### src/ehm_cfg.svh
// Offsets, field positions, reset values and widths of the hard multiplier block.
`ifndef EHM_CFG_SVH
`define EHM_CFG_SVH

// Register byte offsets on the APB side.
`define EHM_CTRL_OFS    8'h00
`define EHM_STAT_OFS    8'h04
`define EHM_PLO_OFS     8'h08
`define EHM_PHI_OFS     8'h0c
`define EHM_CNT_OFS     8'h10

// Control field positions.
`define EHM_CTRL_MODE   0
`define EHM_CTRL_REGA   1
`define EHM_CTRL_REGB   2
`define EHM_CTRL_REGSA  3
`define EHM_CTRL_REGSB  4
`define EHM_CTRL_REGOUT 5
`define EHM_CTRL_W      6

// Status field positions.
`define EHM_STAT_MODE   0
`define EHM_STAT_SGN    1
`define EHM_STAT_ENA    2

// Reset values.
`define EHM_CTRL_RST    6'h00
`define EHM_CNT_RST     32'h0000_0000

// Datapath widths.
`define EHM_OPW         18
`define EHM_NOPW        9
`define EHM_PRODW       36
`define EHM_NPRODW      18

`endif

### src/ehm_pkg.sv
// Types shared by the hard multiplier block and its core.
`include "ehm_cfg.svh"

package ehm_pkg;

	// Operating mode of the multiplier stage.
	typedef enum logic [0:0] {
		EHM_WIDE   = 1'b0,
		EHM_NARROW = 1'b1
	} ehm_mode_t;

	// Static configuration: mode and per-path register selects.
	typedef struct packed {
		logic      reg_out;
		logic      reg_sb;
		logic      reg_sa;
		logic      reg_b;
		logic      reg_a;
		ehm_mode_t mode;
	} ehm_cfg_t;

	// Operands and sign controls from the fabric.
	typedef struct packed {
		logic [`EHM_OPW-1:0] a;
		logic [`EHM_OPW-1:0] b;
		logic                signa;
		logic                signb;
	} ehm_opnd_t;

	// Product with its sign marker.
	typedef struct packed {
		logic [`EHM_PRODW-1:0] p;
		logic                  sgn;
	} ehm_prod_t;

	// Core state: input and output register stages.
	typedef struct packed {
		ehm_opnd_t in;
		ehm_prod_t out;
	} ehm_core_st_t;

	// Top state: bus slave, configuration and result port registers.
	typedef struct packed {
		ehm_cfg_t  cfg;
		logic      pready;
		logic      pslverr;
		logic [31:0] prdata;
		ehm_prod_t res;
		logic      ena_seen;
		logic [31:0] cnt;
	} ehm_top_st_t;

endpackage : ehm_pkg

### src/ehm_top.sv
// Hard multiplier block with APB configuration and status registers.
//
// Summary of operation
// - Wide mode: one 18x18 full multiplier.
// - Narrow mode: two independent 9x9 multipliers.
// - Every operand and product path optionally registered.
// - Mixed signs; sign controls may be registered.
// - Narrow lanes share one sign per side.
// - High sign means signed; either makes signed.
// - All stages share clock, enable, clear.
// - Product sections: one 36 or two 18.
//
// The APB slave port and the placing of the registers were left to the implementer.
`timescale 1ns/1ns
`include "ehm_cfg.svh"

module ehm_top (
	// APB clock and reset.
	input  wire logic                  pclk,
	input  wire logic                  presetn,
	// APB slave.
	input  wire logic                  psel,
	input  wire logic                  penable,
	input  wire logic                  pwrite,
	input  wire logic [7:0]            paddr,
	input  wire logic [31:0]           pwdata,
	input  wire logic [3:0]            pstrb,
	output      logic                  pready,
	output      logic [31:0]           prdata,
	output      logic                  pslverr,
	// Fabric side: shared enable and clear.
	input  wire logic                  mult_ena,
	input  wire logic                  mult_clr_n,
	// Fabric side: operands and sign controls.
	input  wire logic [`EHM_OPW-1:0]   data_a,
	input  wire logic [`EHM_OPW-1:0]   data_b,
	input  wire logic                  sign_a,
	input  wire logic                  sign_b,
	// Fabric side: product.
	output      logic [`EHM_PRODW-1:0] product,
	output      logic                  product_signed
);

	////////////////////////////////////////////////////////////////////////////
	// Declarations.
	ehm_pkg::ehm_top_st_t st_ff;
	ehm_pkg::ehm_top_st_t nxt_st;
	ehm_pkg::ehm_opnd_t   opnd;
	ehm_pkg::ehm_prod_t   core_prod;
	logic                 core_clr_n;
	logic                 setup;
	logic                 access;
	logic                 mapped;
	logic                 ro_reg;
	logic [31:0]          rd_val;

	////////////////////////////////////////////////////////////////////////////
	// Fabric operands travel as one carrier into the core.
	always_comb begin
		opnd.a     = data_a;
		opnd.b     = data_b;
		opnd.signa = sign_a;
		opnd.signb = sign_b;
	end

	// Bus reset also clears the datapath, so no stale product survives it.
	assign core_clr_n = presetn & mult_clr_n;

	// Core holds all input and output stages on the one shared control set.
	ehm_core u_core (
		.clk   (pclk),
		.clr_n (core_clr_n),
		.ena   (mult_ena),
		.cfg   (st_ff.cfg),
		.opnd  (opnd),
		.prod  (core_prod)
	);

	////////////////////////////////////////////////////////////////////////////
	// Bus phase decode.
	assign setup  = psel & ~penable;
	assign access = psel & penable & st_ff.pready;

	// Address decode; unaligned and unknown offsets are not mapped.
	always_comb begin
		mapped = 1'b1;
		ro_reg = 1'b1;
		rd_val = 32'h0000_0000;
		case (paddr)
			`EHM_CTRL_OFS: begin
				ro_reg = 1'b0;
				rd_val = {26'h000_0000, st_ff.cfg};
			end
			`EHM_STAT_OFS: begin
				rd_val[`EHM_STAT_MODE] = st_ff.cfg.mode;
				rd_val[`EHM_STAT_SGN]  = st_ff.res.sgn;
				rd_val[`EHM_STAT_ENA]  = st_ff.ena_seen;
			end
			`EHM_PLO_OFS: begin
				rd_val = st_ff.res.p[31:0];
			end
			`EHM_PHI_OFS: begin
				rd_val = {28'h000_0000, st_ff.res.p[`EHM_PRODW-1:32]};
			end
			`EHM_CNT_OFS: begin
				rd_val = st_ff.cnt;
			end
			default: begin
				mapped = 1'b0;
			end
		endcase
	end

	////////////////////////////////////////////////////////////////////////////
	// Next-state logic for the bus slave and the result port.
	always_comb begin
		nxt_st         = st_ff;
		nxt_st.pready  = 1'b0;
		nxt_st.pslverr = 1'b0;

		// Answer in the first access cycle; data and error are fixed in setup.
		if (setup) begin
			nxt_st.pready  = 1'b1;
			nxt_st.pslverr = ~mapped | (pwrite & ro_reg);
			nxt_st.prdata  = pwrite ? 32'h0000_0000 : (mapped ? rd_val : 32'h0000_0000);
		end

		// Control writes land only at the completing edge, low byte lane only.
		if (access && pwrite && mapped && !ro_reg && pstrb[0]) begin
			nxt_st.cfg.mode    = ehm_pkg::ehm_mode_t'(pwdata[`EHM_CTRL_MODE]);
			nxt_st.cfg.reg_a   = pwdata[`EHM_CTRL_REGA];
			nxt_st.cfg.reg_b   = pwdata[`EHM_CTRL_REGB];
			nxt_st.cfg.reg_sa  = pwdata[`EHM_CTRL_REGSA];
			nxt_st.cfg.reg_sb  = pwdata[`EHM_CTRL_REGSB];
			nxt_st.cfg.reg_out = pwdata[`EHM_CTRL_REGOUT];
		end

		// The port register always samples, keeping outputs glitch-free at the cost of one cycle.
		nxt_st.res      = core_prod;
		nxt_st.ena_seen = mult_ena;

		// Count enabled cycles; wraps silently, software takes differences.
		if (mult_ena) begin
			nxt_st.cnt = st_ff.cnt + 32'h0000_0001;
		end
	end

	////////////////////////////////////////////////////////////////////////////
	// Single state register for the whole top level.
	always_ff @(posedge pclk or negedge presetn) begin
		if (!presetn) begin
			st_ff          <= '0;
			st_ff.cfg      <= ehm_pkg::ehm_cfg_t'(`EHM_CTRL_RST);
			st_ff.cnt      <= `EHM_CNT_RST;
		end else begin
			st_ff <= nxt_st;
		end
	end

	////////////////////////////////////////////////////////////////////////////
	// Outputs straight from the state register.
	assign pready         = st_ff.pready;
	assign prdata         = st_ff.prdata;
	assign pslverr        = st_ff.pslverr;
	assign product        = st_ff.res.p;
	assign product_signed = st_ff.res.sgn;

endmodule : ehm_top

### src/ehm_core.sv
// Multiplier stage with optional input and output registers.
`timescale 1ns/1ns
`include "ehm_cfg.svh"

module ehm_core (
	// Clock, shared enable and shared asynchronous clear.
	input  wire logic              clk,
	input  wire logic              clr_n,
	input  wire logic              ena,
	// Configuration.
	input  wire ehm_pkg::ehm_cfg_t  cfg,
	// Operands and product.
	input  wire ehm_pkg::ehm_opnd_t opnd,
	output      ehm_pkg::ehm_prod_t prod
);

	////////////////////////////////////////////////////////////////////////////
	ehm_pkg::ehm_core_st_t st_ff;
	ehm_pkg::ehm_core_st_t nxt_st;
	ehm_pkg::ehm_opnd_t    op;
	ehm_pkg::ehm_prod_t    mul;
	logic signed [`EHM_OPW*2+1:0]    wide_p;
	logic [`EHM_PRODW-1:0]           narrow_p;

	// Each operand and sign control picks its register or the live input alone.
	always_comb begin
		op.a     = cfg.reg_a  ? st_ff.in.a     : opnd.a;
		op.b     = cfg.reg_b  ? st_ff.in.b     : opnd.b;
		op.signa = cfg.reg_sa ? st_ff.in.signa : opnd.signa;
		op.signb = cfg.reg_sb ? st_ff.in.signb : opnd.signb;
	end

	// Wide mode: one full multiply; a high sign control extends the sign bit.
	assign wide_p = $signed({op.signa & op.a[`EHM_OPW-1], op.a}) *
	                $signed({op.signb & op.b[`EHM_OPW-1], op.b});

	// Narrow mode: two independent lanes sharing one sign control per operand side.
	genvar gi;
	generate
		for (gi = 0; gi < 2; gi++) begin : g_lane
			logic [`EHM_NOPW-1:0]    la;
			logic [`EHM_NOPW-1:0]    lb;
			logic signed [2*`EHM_NOPW+1:0] lp;
			assign la = op.a[gi*`EHM_NOPW +: `EHM_NOPW];
			assign lb = op.b[gi*`EHM_NOPW +: `EHM_NOPW];
			assign lp = $signed({op.signa & la[`EHM_NOPW-1], la}) *
			            $signed({op.signb & lb[`EHM_NOPW-1], lb});
			assign narrow_p[gi*`EHM_NPRODW +: `EHM_NPRODW] = lp[`EHM_NPRODW-1:0];
		end
	endgenerate

	// Mode select; the product is signed when either operand is.
	always_comb begin
		mul.p   = (cfg.mode == ehm_pkg::EHM_NARROW) ? narrow_p : wide_p[`EHM_PRODW-1:0];
		mul.sgn = op.signa | op.signb;
	end

	// Stages load only while the shared enable is high and otherwise hold.
	always_comb begin
		nxt_st = st_ff;
		if (ena) begin
			nxt_st.in  = opnd;
			nxt_st.out = mul;
		end
	end

	// One clock, one enable and one clear feed every stage register.
	always_ff @(posedge clk or negedge clr_n) begin
		if (!clr_n) begin
			st_ff <= '0;
		end else begin
			st_ff <= nxt_st;
		end
	end

	// Output section is registered or bypassed on its own.
	assign prod = cfg.reg_out ? st_ff.out : mul;

endmodule : ehm_core

### config.mk
export PLATFORM = sky130hd
export DESIGN_NAME = ehm_top
export DESIGN_NICKNAME = d
export VERILOG_FILES = /design/src/ehm_pkg.sv /design/src/ehm_top.sv /design/src/ehm_core.sv
export VERILOG_INCLUDE_DIRS = /design/src
export SDC_FILE = /design/constraint.sdc
export NUM_CORES = 2
export LEC_CHECK = 0
export ABC_AREA = 1
export BUFFER_PORTS_ARGS = -buffer_cell sky130_fd_sc_hd__buf_2
export CORE_MARGIN = 5
export CORE_UTILIZATION = 60
export DETAILED_ROUTE_END_ITERATION = 6
export PLACE_DENSITY = 0.76
export SETUP_SLACK_MARGIN = 0.4
export SLEW_MARGIN = 30
export SYNTH_ARGS = -nofsm -noshare
export SYNTH_HDL_FRONTEND = slang
export SYNTH_SLANG_ARGS = --single-unit
### constraint.sdc
create_clock -name pclk -period 8.83 [get_ports pclk]
set_input_delay 1.3245 -clock pclk [delete_from_list [all_inputs] [get_ports pclk]]
set_output_delay 1.3245 -clock pclk [all_outputs]
set_load 0.02 [all_outputs]
=== Yosys cells after proc, flatten, opt, wreduce, memory -nomap -nowiden ===
Cells that the tools add are included.

* Add/sub/neg operators: 1
* Multipliers: 3
* Equality and inequality tests: 4
* Multiplexer cells: 13
* Bitwise gates (word level): 13
* Reduce and logical (&&, ||, !) cells: 6

{| class="wikitable"
|+ Operators with widths
! operator !! number
|-
| $pmux 29 s4 || 1
|-
| $mux 32 || 2
|-
| $mux 37 || 1
|-
| $mul 10x10->18 || 2
|-
| $mul 19x19->36 || 1
|-
| $mux 18 || 2
|-
| $mux 36 || 1
|-
| $mux 34 || 1
|-
| $add 32x1->32 const B || 1
|-
| $eq 8x4->1 const B || 2
|-
| $pmux 3 s5 || 1
|-
| $and 1x1->1 || 9
|-
| $eq 8x3->1 const B || 1
|-
| $eq 8x5->1 const B || 1
|-
| $logic_not 8->1 || 1
|-
| $reduce_or 5->1 || 1
|-
| $logic_and 1x1->1 || 4
|-
| $mux 1 || 4
|-
| $not 1->1 || 2
|-
| $or 1x1->1 || 2
|}

* Bits in registers: 185
* Bits of input ports: 89
* Output and inout bits: 71
* Word-level logic and storage cells: 59

=== Longest topological paths before layout ===
* Depth in word-level cells: 6
* Mapped depth: 35
* Gate-level depth less buffers: 33

=== By module ===
Synthesis repeated with hierarchy kept, for this count alone.

* Cells, all modules: 3414
* Area total of the unflattened synthesis: 27214.9 um2

{| class="wikitable"
|+ Modules (own cells, without submodules)
! module !! instances !! cells each !! area each (um2) !! sequential area each (um2)
|-
| ehm_core || 1 || 2788 || 21856.0 || 1876.8
|-
| ehm_top || 1 || 626 || 5358.9 || 2752.6
|}

=== Worst setup path after synthesis ===
No wires, ideal clock.

* Path type: input-to-reg
* Start point: in sign_a
* End point: reg u_core.st_ff[31] in the netlist's numbering
* Setup time: 118 ps
* Data arrival time: 7346 ps
* Required time: 8712 ps
* Path slack: 1367 ps
* Stages on the path: 31
* Path buffers: 1
* Cells stage by stage: nand2_1 nand2_1 buf_4 clkinv_1 nor2_1 inv_1 nor2_1 inv_1 fa_1 fa_1 inv_1 fa_1 inv_1 fa_1 inv_1 fa_1 inv_1 fa_1 inv_1 ha_1 ha_1 nand2_1 nor2_1 inv_1 nor2_1 and3_1 nand2_1 nand4_1 nand3_1 nand3_1 nand2_1

* Longest elaborated chain between the ends: 4
* Elaborated cells on any way between the ends: 5
* Classes of those cells: mul (2); mux (2); bitwise (1)

{| class="wikitable"
|+ RTL lines
! what !! RTL line !! RTL
|-
| start, declared || ehm_top.sv:37 || <nowiki>input wire logic sign_a,</nowiki>
|-
| $mux 1 * || ehm_core.sv:29 || <nowiki>op.signa = cfg.reg_sa ? st_ff.in.signa : opnd.signa;</nowiki>
|-
| $and 1x1->1 * || ehm_core.sv:34, ehm_core.sv:46 ||
|-
| $mul 19x19->36 / $mul 10x10->18 (equally long branches) || ehm_core.sv:34, ehm_core.sv:46 ||
|-
| $mux 36 * || ehm_core.sv:54 || <nowiki>mul.p = (cfg.mode == ehm_pkg::EHM_NARROW) ? narrow_p : wide_p[`EHM_PRODW-1:0];</nowiki>
|-
| end signal, assigned || ehm_core.sv:72 || <nowiki>st_ff <= nxt_st;</nowiki>
|-
| end, declared || ehm_core.sv:18 || <nowiki>ehm_pkg::ehm_core_st_t st_ff;</nowiki>
|}

Every way passes the cells marked *; elsewhere a longest branch is shown, timed or not.
A chain may end at the register's enable or synchronous reset.

=== Worst setup path in the final report ===
* Start point: in sign_a
* End point: reg u_core.st_ff[33] in the netlist's numbering

Same word-level chain as after synthesis.

==> impl_metrics.toml <==
[setup_path]
required_ns = 9.26
critPathMaxFanout = 7
critPathKind = "in2reg"
cp-end-kind = "register"
cpMaxStageDelayCell = "fa_1"
reg2reg_from = "st_ff[106]$_DFFE_PN0P_"
crit_arrival_ns = 8.45
cp_slowest_stage_delay_ns = 0.69
start_kind = "input pin"
critPathLaunch = "sign_a"

[clocking]
hold_buffers = 0
cts_tree = "done"
insertion_delay_ns = 0.49
clk_pin_slew_ns = 0.07
cts_sinks = 185
cts_setup_buffers = 0
root_buffer = "clkbuf_16"
post_cts_resized = 0
cts.path.max_buffers = 2
numCtsBuffers = 17
htreeDepth = 4

[grt]
track_usage = 0.3206
grt_pass1_wl_um = 123600
grt-ovfl-total = 0
grt_pass1_vias = 22680
grt_max_degree = 76
antenna_found_initial = 0

[route]
wire_per_inst_um = 19.67
first_pass_iters = 7
finalWirelength_um = 77280
drt_iter0_markers = 2142
num_vias = 21910
drc = 15
drtAntennaViolNets = 0
post_drt_via_cell_ratio = 5.578

[place]
pre_cts_ws_ns = 0.3711
place.gp.congestion = 1.002
dp_cells = 3896
post-dp-hpwl_um = 65290
post_dp_cell_area_um2 = 27910
portBuffers = 130

[sta]
tns_ns = 0
fin_crit_sh = 0.9092
drv_slew = 0
max_slew_margin = 0.3903
setup_violations = 0
tightest_slew_ns = 0.9120
finClkSkew_ns = 0.01088
timing.fmax_mhz = 124.6
fin_crit_ns = 8.028
finalHoldViolCount = 0
timing.final.ws_setup_ns = 0.8021
rsz0062_at_grt = "no"

[cells_and_area]
num_antenna_cells = 0
area_growth_pct = 5.815
final_cells = 3928
finalNetCount = 4047
fillCellCount = 3909
final_area_um2 = 28480
drive_gt1_frac = 0.08453

[hold_path]
hold_class = "reg2reg"
worstHoldStart = "st_ff[31]$_DFFE_PN0P_"

[synthesis]
avgSynthCellArea_um2 = 8.247
ys_types = 55
syn-num-nets = 3988
synth_edf_count = 0
syn_inst = 3264
ys_seq_area_frac = 0.1720
synthArstFlopShare = 1.000
ys.flop_type = "dfrtp_1"
syn_area_um2 = 26920
ys_ff_latch = 185
yosys_warnings = 0

[die]
io_pins = 160
initial_utilization = 0.6074
dieArea_um2 = 49200
row_count = 77
core_um2 = 44320
die_h_um = 221.8
dieWidth_um = 221.8

[flow_run]
max_cap_violations = 0

[status]
status = "finished, violations left"
failed_checks = "design-rule violations"
## final timing paths
kind                                           endpoint  slack [ns]  cells past startpoint
setup / recovery           u_core.st_ff[33]$_DFFE_PN0P_        0.80                     31
hold / removal                    st_ff[31]$_DFFE_PN0P_        0.48                      1
setup reg to reg           u_core.st_ff[33]$_DFFE_PN0P_        1.17                     24
hold reg to reg                   st_ff[31]$_DFFE_PN0P_        0.48                      1
max in group asynchronous  u_core.st_ff[51]$_DFFE_PN0P_        6.76                      4
min in group asynchronous         st_ff[13]$_DFFE_PN0P_        0.80                      1
## Yosys cell counts (10+ instances only)
cell type  count  share of area
a21oi_1       81          0.015
a32o_1        24         0.0089
buf_2         16         0.0030
buf_4         72          0.020
clkbuf_1      54         0.0075
clkinv_1      10         0.0014
dfrtp_1      185           0.17
fa_1         450           0.33
ha_1         185          0.086
inv_1        738           0.10
nand2_1      658          0.092
nand2_2       10         0.0023
nand3_1      108          0.020
nand4_1       24         0.0056
nor2_1       260          0.036
nor3_1        18         0.0033
o21ai_0      171          0.032
o21ai_1       17         0.0032
xnor2_1       13         0.0042
xor2_1        42          0.014
## state kept, by name, indices dropped and copies added, names as in the netlist
name / cells
prdata: 32
pready: 1
product: 36
product_signed: 1
pslverr: 1
st_ff: 39
u_core.st_ff: 75
## layout by cell type (no fill, tap or decap), drive strengths merged, types with 3 or more instances in the layout
cell	Yosys	layout
a211oi	3	3
a21boi	6	6
a21o	6	6
a21oi	81	81
a221oi	3	3
a22o	7	7
a31oi	9	9
a32o	24	24
buf	98	192
clkbuf	54	19
clkinv	10	18
dfrtp	185	185
fa	450	450
ha	185	185
inv	747	751
mux2	6	6
nand2	669	669
nand3	111	111
nand3b	5	5
nand4	24	24
nor2	268	268
nor3	24	24
nor4	7	7
o21a	4	4
o21ai	192	192
o21bai	8	8
or2	9	9
xnor2	13	13
xor2	42	42
## area by class of cell
type,count,area (um2),share of cell area
Tap cell,592,740.7,0.02600
Timing Repair Buffer,192,1129,0.03962
Clock inverter,13,137.6,0.004832
Multi-Input combinational cell,2170,18570,0.6520
Clock buffer,19,432.9,0.01520
Sequential cell,185,4629,0.1625
Inverter,757,2843,0.09980
## layer usage
metal  track usage  routed length [um]
met4        0.1410                3872
met2        0.5183               36850
met5             0                   0
met3       0.06090                5906
met1        0.4265               30650
## cell families (layout without fill, tap and decap cells)
logic type                 Yosys count  in the layout  share of synthesized area
xor gates and xnor gates            55             55                    0.01790
and+or+nand+nor                   1122           1122                     0.1728
AOI/OAI and AO/OA                  351            351                    0.07567
muxes                                7              7                   0.002882
DFF                                185            185                     0.1720
adders and majority gates          635            635                     0.4207
buffers and inverters              909            981                     0.1381
## critical path: cells and delay by family
family                   cells  cell delay [ns]
adder cells (fa/ha/maj)      8             3.93
AO/OA/AOI/OAI                2             0.58
AND/OR/NAND/NOR             11             1.48
buffers and inverters       10             1.13
## per-stage QoR
| stage | hold WS (ns) | util |
|---|---|---|
| 6_report | 0.4763 | 0.6427 |
| 3_3_place_gp | 0.4529 | 0.6297 |
| 4_1_cts | 0.4776 | 0.6426 |
| 3_5_place_dp | 0.4627 | 0.6298 |
| 2_1_floorplan | 0.4417 | - |
| 5_1_grt | 0.4931 | 0.6427 |
Power is left out: the tool's default activity adds up to more than one toggle a clock period on the data nets, which glitch-free logic cannot reach.
